File: config.mk
export PLATFORM = sky130hd
export DESIGN_NAME = ppoc_top
export DESIGN_NICKNAME = d
export VERILOG_FILES = /design/src/ppoc_pkg.sv /design/src/ppoc_pad_drv.sv /design/src/ppoc_reg8.sv /design/src/ppoc_top.sv
export VERILOG_INCLUDE_DIRS = /design/src
export SDC_FILE = /design/constraint.sdc
export NUM_CORES = 1
export LEC_CHECK = 0
export ABC_AREA = 1
export BUFFER_PORTS_ARGS = -buffer_cell sky130_fd_sc_hd__buf_2
export CELL_PAD_IN_SITES_DETAIL_PLACEMENT = 1
export CELL_PAD_IN_SITES_GLOBAL_PLACEMENT = 2
export CORE_MARGIN = 1.5
export CORE_UTILIZATION = 29
export DETAILED_ROUTE_END_ITERATION = 7
export GPL_TIMING_DRIVEN = 0
export PLACE_DENSITY = 0.85
export SYNTH_ARGS = -nofsm -noshare
export SYNTH_HDL_FRONTEND = slang
export SYNTH_SLANG_ARGS = --single-unit
File: constraint.sdc
create_clock -name mclk_i -period 1.3 [get_ports mclk_i]
set_clock_uncertainty 0.1 [all_clocks]
set_input_delay 0.065 -clock mclk_i [delete_from_list [all_inputs] [get_ports mclk_i]]
set_output_delay 0.065 -clock mclk_i [all_outputs]
set_load 0.005 [all_outputs]
File: src/ppoc_map.svh
// Register map, field positions and reset values of the pad configuration block.
// Assumes inclusion by bare name from the package and the top module.
`ifndef PPOC_MAP_SVH
`define PPOC_MAP_SVH

`define PPOC_ADDR_W 12
`define PPOC_DATA_W 8
`define PPOC_NUM_REGS 9
`define PPOC_NUM_OD_PORTS 7

`define PPOC_ADDR_PORT_A_DRAIN 12'hE90
`define PPOC_ADDR_PORT_B_DRAIN 12'hE98
`define PPOC_ADDR_PORT_C_DRAIN 12'hEA0
`define PPOC_ADDR_PORT_D_DRAIN 12'hEA5
`define PPOC_ADDR_PORT_E_DRAIN 12'hEAD
`define PPOC_ADDR_PORT_F_DRAIN 12'hEB2
`define PPOC_ADDR_PORT_G_DRAIN 12'hEBA
`define PPOC_ADDR_PORT_G_PULLUP 12'hEBB
`define PPOC_ADDR_PORT_H_PULLUP 12'hEC0

`define PPOC_IDX_PORT_G_DRAIN 6
`define PPOC_IDX_PORT_G_PULLUP 7
`define PPOC_IDX_PORT_H_PULLUP 8

`define PPOC_MASK_FULL 8'hFF
`define PPOC_MASK_PORT_G 8'hDF
`define PPOC_MASK_PORT_H 8'h0F
`define PPOC_MASK_NONE 8'h00

`define PPOC_RESET_DRAIN 8'h00
`define PPOC_RESET_PULLUP 8'h00

`define PPOC_G_PIN5_BIT 5
`define PPOC_G_PIN5_ONEHOT 8'h20
`define PPOC_H_PINS 4

`endif

File: src/ppoc_pkg.sv
// Types shared by the pad configuration block.
// Assumes ppoc_map.svh is on the include path.
`default_nettype none
`include "ppoc_map.svh"

package ppoc_pkg;

	typedef logic [`PPOC_DATA_W-1:0] ppoc_byte_t;
	typedef logic [`PPOC_ADDR_W-1:0] ppoc_addr_t;

	// Strobe qualified by an address match
	function automatic logic ppoc_hit(input ppoc_addr_t addr, input ppoc_addr_t target,
		input logic strobe);
		ppoc_hit = strobe && (addr == target);
	endfunction : ppoc_hit

endpackage : ppoc_pkg

`default_nettype wire

File: src/ppoc_pad_drv.sv
// Output driver control of one port: push-pull or open-drain per pin.
// Assumes output data and drive enable come from port logic on mclk_i.
`timescale 1ns/1ps
`default_nettype none

module ppoc_pad_drv #(
	parameter int WIDTH = 8,
	parameter logic [WIDTH-1:0] OD_MASK = '1
) (
	input wire logic mclk_i,
	input wire logic rstn_i,
	input wire logic [WIDTH-1:0] out_data_i,
	input wire logic [WIDTH-1:0] drive_en_i,
	input wire logic [WIDTH-1:0] drain_mode_i,
	output logic [WIDTH-1:0] pad_o,
	output logic [WIDTH-1:0] pad_oe_o
);

	logic [WIDTH-1:0] next_pad;
	logic [WIDTH-1:0] next_pad_oe;

	always_comb begin
		next_pad = '0;
		next_pad_oe = '0;
		for (int i = 0; i < WIDTH; i++) begin
			if (drive_en_i[i]) begin
				if (drain_mode_i[i] && OD_MASK[i]) begin
					// Sink only: drive low, release on high
					next_pad[i] = 1'b0;
					next_pad_oe[i] = !out_data_i[i];
				end else begin
					// Source and sink
					next_pad[i] = out_data_i[i];
					next_pad_oe[i] = 1'b1;
				end
			end
		end
	end

	always_ff @(posedge mclk_i or negedge rstn_i) begin
		if (!rstn_i) begin
			pad_o <= '0;
			pad_oe_o <= '0;
		end else begin
			pad_o <= next_pad;
			pad_oe_o <= next_pad_oe;
		end
	end

endmodule : ppoc_pad_drv

`default_nettype wire

File: src/ppoc_reg8.sv
// One byte-wide configuration register with a mask of implemented bits.
// Assumes write strobe and data on the same clock as the register.
`timescale 1ns/1ps
`default_nettype none
`include "ppoc_map.svh"

module ppoc_reg8 #(
	parameter ppoc_pkg::ppoc_byte_t IMPL_MASK = `PPOC_MASK_FULL,
	parameter ppoc_pkg::ppoc_byte_t RESET_VALUE = `PPOC_RESET_DRAIN
) (
	input wire logic mclk_i,
	input wire logic rstn_i,
	input wire logic wr_en_i,
	input wire ppoc_pkg::ppoc_byte_t wdata_i,
	output var ppoc_pkg::ppoc_byte_t value_o
);

	ppoc_pkg::ppoc_byte_t next_value;

	// Store only implemented bits, others stay zero
	always_comb begin
		next_value = value_o;
		if (wr_en_i) begin
			next_value = wdata_i & IMPL_MASK;
		end
	end

	always_ff @(posedge mclk_i or negedge rstn_i) begin
		if (!rstn_i) begin
			value_o <= RESET_VALUE & IMPL_MASK;
		end else begin
			value_o <= next_value;
		end
	end

endmodule : ppoc_reg8

`default_nettype wire

File: src/ppoc_top.sv
// Pad configuration of ports A to H: open-drain select and weak pull-ups.
// Assumes a single-cycle register port and port logic on mclk_i.
//
// Decided for this implementation: strobed register access.
`timescale 1ns/1ps
`default_nettype none
`include "ppoc_map.svh"

module ppoc_top (
	input wire logic mclk_i,
	input wire logic rstn_i,
	input wire ppoc_pkg::ppoc_addr_t addr_i,
	input wire ppoc_pkg::ppoc_byte_t wdata_i,
	input wire logic wr_i,
	input wire logic rd_i,
	output ppoc_pkg::ppoc_byte_t rdata_o,
	input wire logic master_clear_pin_enable_i,
	input wire ppoc_pkg::ppoc_byte_t port_a_data_i,
	input wire ppoc_pkg::ppoc_byte_t port_a_drive_i,
	input wire ppoc_pkg::ppoc_byte_t port_b_data_i,
	input wire ppoc_pkg::ppoc_byte_t port_b_drive_i,
	input wire ppoc_pkg::ppoc_byte_t port_c_data_i,
	input wire ppoc_pkg::ppoc_byte_t port_c_drive_i,
	input wire ppoc_pkg::ppoc_byte_t port_d_data_i,
	input wire ppoc_pkg::ppoc_byte_t port_d_drive_i,
	input wire ppoc_pkg::ppoc_byte_t port_e_data_i,
	input wire ppoc_pkg::ppoc_byte_t port_e_drive_i,
	input wire ppoc_pkg::ppoc_byte_t port_f_data_i,
	input wire ppoc_pkg::ppoc_byte_t port_f_drive_i,
	input wire ppoc_pkg::ppoc_byte_t port_g_data_i,
	input wire ppoc_pkg::ppoc_byte_t port_g_drive_i,
	output ppoc_pkg::ppoc_byte_t port_a_pad_o,
	output ppoc_pkg::ppoc_byte_t port_a_pad_oe_o,
	output ppoc_pkg::ppoc_byte_t port_b_pad_o,
	output ppoc_pkg::ppoc_byte_t port_b_pad_oe_o,
	output ppoc_pkg::ppoc_byte_t port_c_pad_o,
	output ppoc_pkg::ppoc_byte_t port_c_pad_oe_o,
	output ppoc_pkg::ppoc_byte_t port_d_pad_o,
	output ppoc_pkg::ppoc_byte_t port_d_pad_oe_o,
	output ppoc_pkg::ppoc_byte_t port_e_pad_o,
	output ppoc_pkg::ppoc_byte_t port_e_pad_oe_o,
	output ppoc_pkg::ppoc_byte_t port_f_pad_o,
	output ppoc_pkg::ppoc_byte_t port_f_pad_oe_o,
	output ppoc_pkg::ppoc_byte_t port_g_pad_o,
	output ppoc_pkg::ppoc_byte_t port_g_pad_oe_o,
	output ppoc_pkg::ppoc_byte_t port_g_pullup_en_o,
	output logic [`PPOC_H_PINS-1:0] port_h_pullup_en_o
);

	// Register address lookup by index
	function automatic ppoc_pkg::ppoc_addr_t reg_addr(input int idx);
		unique case (idx)
			0: reg_addr = `PPOC_ADDR_PORT_A_DRAIN;
			1: reg_addr = `PPOC_ADDR_PORT_B_DRAIN;
			2: reg_addr = `PPOC_ADDR_PORT_C_DRAIN;
			3: reg_addr = `PPOC_ADDR_PORT_D_DRAIN;
			4: reg_addr = `PPOC_ADDR_PORT_E_DRAIN;
			5: reg_addr = `PPOC_ADDR_PORT_F_DRAIN;
			6: reg_addr = `PPOC_ADDR_PORT_G_DRAIN;
			7: reg_addr = `PPOC_ADDR_PORT_G_PULLUP;
			8: reg_addr = `PPOC_ADDR_PORT_H_PULLUP;
			default: reg_addr = `PPOC_ADDR_PORT_A_DRAIN;
		endcase
	endfunction : reg_addr

	// Implemented bits by index
	function automatic ppoc_pkg::ppoc_byte_t reg_mask(input int idx);
		if (idx == `PPOC_IDX_PORT_G_DRAIN) begin
			reg_mask = `PPOC_MASK_PORT_G;
		end else if (idx == `PPOC_IDX_PORT_H_PULLUP) begin
			reg_mask = `PPOC_MASK_PORT_H;
		end else begin
			reg_mask = `PPOC_MASK_FULL;
		end
	endfunction : reg_mask

	// Reset value by index
	function automatic ppoc_pkg::ppoc_byte_t reg_reset(input int idx);
		if (idx >= `PPOC_IDX_PORT_G_PULLUP) begin
			reg_reset = `PPOC_RESET_PULLUP;
		end else begin
			reg_reset = `PPOC_RESET_DRAIN;
		end
	endfunction : reg_reset

	ppoc_pkg::ppoc_byte_t reg_value [`PPOC_NUM_REGS];
	ppoc_pkg::ppoc_byte_t out_data [`PPOC_NUM_OD_PORTS];
	ppoc_pkg::ppoc_byte_t drive_en [`PPOC_NUM_OD_PORTS];
	ppoc_pkg::ppoc_byte_t pad [`PPOC_NUM_OD_PORTS];
	ppoc_pkg::ppoc_byte_t pad_oe [`PPOC_NUM_OD_PORTS];
	ppoc_pkg::ppoc_byte_t next_rdata;
	ppoc_pkg::ppoc_byte_t next_pullup_g;
	logic [`PPOC_H_PINS-1:0] next_pullup_h;

	// Gather port logic inputs
	assign out_data[0] = port_a_data_i;
	assign out_data[1] = port_b_data_i;
	assign out_data[2] = port_c_data_i;
	assign out_data[3] = port_d_data_i;
	assign out_data[4] = port_e_data_i;
	assign out_data[5] = port_f_data_i;
	assign out_data[6] = port_g_data_i;
	assign drive_en[0] = port_a_drive_i;
	assign drive_en[1] = port_b_drive_i;
	assign drive_en[2] = port_c_drive_i;
	assign drive_en[3] = port_d_drive_i;
	assign drive_en[4] = port_e_drive_i;
	assign drive_en[5] = port_f_drive_i;
	assign drive_en[6] = port_g_drive_i;

	// Configuration registers
	for (genvar r = 0; r < `PPOC_NUM_REGS; r++) begin : g_reg
		ppoc_reg8 #(
			.IMPL_MASK(reg_mask(r)),
			.RESET_VALUE(reg_reset(r))
		) u_reg (
			.mclk_i(mclk_i),
			.rstn_i(rstn_i),
			.wr_en_i(ppoc_pkg::ppoc_hit(addr_i, reg_addr(r), wr_i)),
			.wdata_i(wdata_i),
			.value_o(reg_value[r])
		);
	end

	// Output drivers of ports A to G
	for (genvar p = 0; p < `PPOC_NUM_OD_PORTS; p++) begin : g_pad
		ppoc_pad_drv #(
			.WIDTH(`PPOC_DATA_W),
			.OD_MASK(reg_mask(p))
		) u_pad (
			.mclk_i(mclk_i),
			.rstn_i(rstn_i),
			.out_data_i(out_data[p]),
			.drive_en_i(drive_en[p]),
			.drain_mode_i(reg_value[p]),
			.pad_o(pad[p]),
			.pad_oe_o(pad_oe[p])
		);
	end

	assign port_a_pad_o = pad[0];
	assign port_a_pad_oe_o = pad_oe[0];
	assign port_b_pad_o = pad[1];
	assign port_b_pad_oe_o = pad_oe[1];
	assign port_c_pad_o = pad[2];
	assign port_c_pad_oe_o = pad_oe[2];
	assign port_d_pad_o = pad[3];
	assign port_d_pad_oe_o = pad_oe[3];
	assign port_e_pad_o = pad[4];
	assign port_e_pad_oe_o = pad_oe[4];
	assign port_f_pad_o = pad[5];
	assign port_f_pad_oe_o = pad_oe[5];
	assign port_g_pad_o = pad[6];
	assign port_g_pad_oe_o = pad_oe[6];

	// Read mux, data valid only in the cycle after the strobe
	always_comb begin
		next_rdata = '0;
		for (int r = 0; r < `PPOC_NUM_REGS; r++) begin
			if (ppoc_pkg::ppoc_hit(addr_i, reg_addr(r), rd_i)) begin
				next_rdata = reg_value[r];
			end
		end
	end

	// Pull-up enables toward the pads
	always_comb begin
		next_pullup_g = reg_value[`PPOC_IDX_PORT_G_PULLUP];
		if (master_clear_pin_enable_i) begin
			next_pullup_g = next_pullup_g | `PPOC_G_PIN5_ONEHOT;
		end
		next_pullup_h = reg_value[`PPOC_IDX_PORT_H_PULLUP][`PPOC_H_PINS-1:0];
	end

	always_ff @(posedge mclk_i or negedge rstn_i) begin
		if (!rstn_i) begin
			rdata_o <= '0;
			port_g_pullup_en_o <= '0;
			port_h_pullup_en_o <= '0;
		end else begin
			rdata_o <= next_rdata;
			port_g_pullup_en_o <= next_pullup_g;
			port_h_pullup_en_o <= next_pullup_h;
		end
	end

endmodule : ppoc_top

`default_nettype wire

# After elaboration in Yosys (flattened, before gate mapping)
# Index checks and enable logic that the tools add are counted.
# totals
register_bits,199
in_bits,137
out_inout_bits,132
# op_classes
eq_ne,9
muxes,232
n_reduce_logical,73
# op_table
op,n
$mux 1,222
$eq 12x12->1 const B,9
$mux 8,9
$logic_not 1->1,55
$logic_and 1x1->1,18
$mux 6,1

# Depth between registers and ports, before layout
# depth
depth_word,11
depth_mapped,15
mapped_depth_nobuf,15

# By module
# From an unflattened synthesis, not the netlist that was laid out.
# unflattened
cells_unflattened,870
area_unflattened_um2,7905.1
# by_module_without_submodules
mod,instances,cells_each,area_each_um2,seq_area_each_um2
ppoc_pad_drv at g_pad[0].u_pad ...,6,48,530.5,400.4
ppoc_reg8 at g_reg[0].u_reg ...,7,34,305.3,200.2
ppoc_top,1,244,1600.3,500.5
ppoc_pad_drv at g_pad[6].u_pad,1,46,521.8,400.4
ppoc_reg8 at g_reg[6].u_reg,1,32,280.3,175.2
ppoc_reg8 at g_reg[8].u_reg,1,22,182.7,100.1

# Worst setup path after synthesis
# Ideal clock, no wire load.
# synth_path
kind,in2reg
from,in addr_i[0]
to,reg rdata_o[0]
setup_time_ns,0.116
arrival_ns,1.206
setup_slack_ns,-0.122
stages,10
n_path_buf,2
path_cell_list,buf_6 -> nor4_2 -> nand3_1 -> buf_2 -> o21ai_0 -> inv_2 -> nand2_1 -> nand2_1 -> nand2_1 -> nand2_1
# synth_between
elab_chain_len,11
elab_cells_between_ends,27
classes_between,eq/ne: 9; mux: 9; reduce/logical: 9
# synth_rtl
item,line_no,text
from (decl),ppoc_top.sv:12,"input wire ppoc_pkg::ppoc_addr_t addr_i,"
$eq 12x12->1,ppoc_pkg.sv:14,ppoc_hit = strobe && (addr == target);
$logic_and 1x1->1,ppoc_pkg.sv:14,
$mux 8 (8 in a row),ppoc_top.sv:160,"if (ppoc_pkg::ppoc_hit(addr_i, reg_addr(r), rd_i)) begin"
$mux 8 *,ppoc_top.sv:160,
via next_rdata[0],ppoc_top.sv:91,ppoc_pkg::ppoc_byte_t next_rdata;
to (signal assigned),ppoc_top.sv:181,rdata_o <= next_rdata;
to (decl),ppoc_top.sv:16,"output ppoc_pkg::ppoc_byte_t rdata_o,"
# Mark *: on every way through the listed nets, which the timed path passes. The rest lies on a longest branch.
# A chain may end at the register's enable or synchronous reset.

# Worst setup path in the final report
# layout_path
from,reg g_reg[1].u_reg.value_o[3]
to,reg rdata_o[3]
# layout_between
elab_chain_len,8
# layout_rtl
item,line_no,text
from (decl),ppoc_reg8.sv:15,output var ppoc_pkg::ppoc_byte_t value_o
from (signal assigned),ppoc_reg8.sv:30,value_o <= RESET_VALUE & IMPL_MASK;
from (signal assigned),ppoc_reg8.sv:32,value_o <= next_value;
$mux 8 (8 in a row),ppoc_top.sv:160,
via next_rdata[3],ppoc_top.sv:91,
# The timed path passes the listed nets, and every way through them passes these cells.

==> summary.txt <==
Crit Path Max Fanout - 4
Filler cells - 2872
Worst min-delay path class - input pin to async pin
Clk_lat worst skew - 440 ps
Hpwl dp - 17.83 mm
Global Route Usage Sum - 20.00%
CP most frequent cell - nand2_1
Status - finished with violations
Vias in the first global route - 7689
Arrival time at the worst endpoint - 1630 ps
Startpoint types - flop
Area Growth Syn to Fin - 54.98%
Synth area leaders - dfrtp_1 (66%), nand2_1 (10%), a21boi_0 (5.4%)
CP max stage delay - 420 ps
Final WL - 26.87 mm
Initial antenna violation count - 3
TritonCTS clock tree - built
Power Density - 1106 mW/mm²
Die width - 164.7 µm
Largest net degree at the start of global routing - 119
Root buf cell - clkbuf_16
Clock transition at path regs - 80 ps
Multi-input combinational cell area - 0.002567 mm²
Routability cong. - 0.7701
Clock sink count - 199
Gr ovfl total - 0
Ports - 269
Largest area contributor in the netlist - dfrtp_1
R2R setup slack - -100 ps
Via density - 4.601
P_leak - 0.006046 µW
Crit-path cells - nand2_1 > nand3_1 > nand3_1 > nand2_1 > nand2_1 > nand3_1 > nand2_2 > nand2_1
Die area - 0.02712 mm²
Starting DRT DRC Count - 336
R2r startpoint - g_reg[1].u_reg.value_o[3]
Crit path required time - 1530 ps
Routed via count - 7063
Number of synthesized register bits - 199
R2R cell count - 8
CP Class - flop to flop
Worst slew pin tran - 659.0 ps
Worst Setup Slack, final - -96.35 ps
Worst reg2reg path endpoint - rdata_o[3]
Max Slew Vio Count - 0
Clock Path Buffers - 2
Mapped cell area - 0.007580 mm²
CP endpoint kind - flop
Setup-failing EPs final - 2
Hold Fails Final Rpt - 82
Layout Utilization - 46.25%
Fmax - 716.2 MHz
Critical path endpoint - rdata_o[3]
Register area share after synthesis - 65.70%
Critical path origin - g_reg[1].u_reg.value_o[3]
FF/Latch Area - 0.004982 mm²
DRC Markers - 0
Min Tclk post-route - 1396 ps
Synthesized instance count - 747
Core ar. - 0.02540 mm²
Final nets - 1327
Fin crit share - 107.4%
YS warnings - 0
Synth unique cells - 33
Syn nets - 884
Row count - 58
Top-area cell type share of the netlist area - 65.70%
Failing checks - negative hold slack, negative setup slack
Cts hold-fix bufs - 124
RSZ-0062 raised after global routing - yes
Slowest CP cell - dfrtp_1
Hold Slack - -493.1 ps
First-pass GRT wire length - 40.89 mm
Port Buf Inserts - 266
VDD IR max - 0.6043 mV
Share of layout cells above drive strength 1 - 33.92%
Max-cap violations - 0
Post-DRT Antenna Nets - 0
Initial Util - 29.84%
Syn_area_per_cell - 10.15 µm²
Slew headroom - 56.07%
H-tree depth - 4
Wire per inst - 17.50 µm
Num CTS Buffers - 17
1st-pass router iterations - 4
Die Y - 164.7 µm
## layer usage
layer  up-vias  part of all wire, %  global-route usage (%)
met4         2                  2.1                   7.330
met2       210                   51                   35.18
met3        37                  5.8                   4.043
li1       3327                    -                       -
met1      3487                   41                   24.12
met5         -                0.041                       0
## synth_stat cells (all sizes together)
| library cell | instances |
|---|---|
| dfrtp | 199 |
| o221ai | 1 |
| o22ai | 1 |
| buf | 7 |
| nand4 | 8 |
| o21bai | 3 |
| a21boi | 55 |
| nor3 | 4 |
| nor2 | 84 |
| o21ai | 90 |
| nor4 | 1 |
| nand2 | 207 |
| nand3 | 20 |
| nand3b | 1 |
| clkbuf | 7 |
| or2 | 3 |
| clkinv | 1 |
| a21oi | 10 |
| inv | 45 |
## logic make-up (layout without fill, tap and decap cells)
| kind of cell | count (synthesis) | count (layout) | share of synthesized area [%] |
|---|---|---|---|
| and+or+nand+nor | 328 | 328 | 18.54 |
| buffers and inverters | 60 | 516 | 3.169 |
| AOI/OAI and AO/OA | 160 | 160 | 12.59 |
| other | 0 | 2 | 0 |
| DFF | 199 | 199 | 65.70 |
## critical path, delay by kind of cell, from the launching register on
family	cells	cell delay [ps]
and+or+nand+nor	8	780
DFF	1	420
## cell type report
| type | instances | share of cell area, % |
|---|---|---|
| Tap cell | 330 | 3.515 |
| Sequential cell | 199 | 42.41 |
| Clock buffer | 18 | 3.653 |
| Multi-Input combinational cell | 488 | 21.86 |
| Inverter | 46 | 1.779 |
| Antenna cell | 2 | 0.04260 |
| Clock inverter | 14 | 1.246 |
| Timing Repair Buffer | 424 | 24.60 |
| Buffer | 14 | 0.8947 |
## sequential cells by signal, summed over array words and instances (netlist names)
signal	count
port_g_pullup_en_o	8
g_pad.u_pad.pad_o	56
rdata_o	8
g.u_reg.value_o	67
g_pad.u_pad.pad_oe_o	56
port_h_pullup_en_o	4
## what timing repair did
action	in CTS	in global routing
buffers inserted	16	15
pin swaps	10	12
gates resized for setup	20	58
hold endpoints to repair	239	81
gates cloned	0	2
endpoints found under the setup margin	18	71
## cells in the final DEF (no fill, tap or decap), types with 6 or more instances in the layout
cell type / n
nand3_1: 9
o21ai_1: 21
buf_2: 266
buf_6: 10
o21ai_0: 63
nand2_2: 7
o21ai_2: 6
inv_2: 8
nand2_1: 194
dfrtp_1: 197
nor2_1: 74
buf_4: 29
clkbuf_16: 17
dlygate4sd3_1: 124
nand4_1: 7
a21boi_0: 55
inv_1: 31
nand3_4: 6
a21oi_1: 7
## power by group
| group | switching (µW) | internal (µW) | total (µW) |
|---|---|---|---|
| registers | 54.8 | 6370 | 6430 |
| clock network | 2610 | 2710 | 5320 |
| logic | 614 | 639 | 1250 |
| total | 3280 | 9720 | 13000 |
## worst min path at each step
stage	endpoint	slack, ps	cells past startpoint	from
floorplan	g_pad[0].u_pad.pad_o[0]	-330	0	rstn_i
global placement	g_pad[6].u_pad.pad_oe_o[5]	90	1	port_g_drive_i[5]
detailed placement	g_pad[2].u_pad.pad_oe_o[7]	3	1	rstn_i
CTS	g_pad[2].u_pad.pad_oe_o[7]	-480	1	rstn_i
global route	g_pad[2].u_pad.pad_oe_o[7]	-460	1	rstn_i
finish	g_pad[2].u_pad.pad_oe_o[7]	-490	1	rstn_i
## stage by stage
stage	setup TNS (ps)	total power [µW]	worst slack (ps)	cell area, µm²	instances
after global placement	-684110	7411	-3298	9409	1343
after floorplan	-387.4	6800	-87.11	7665	747
after detailed placement	-31640	7465	-658.6	9447	1344
final	-117.0	13000	-96.35	11750	1535
after global routing	-549.0	13540	-176.1	11750	1535
after CTS	-114.7	13110	-50.11	11460	1516
No activity file was read; power rests on OpenSTA's default activity.
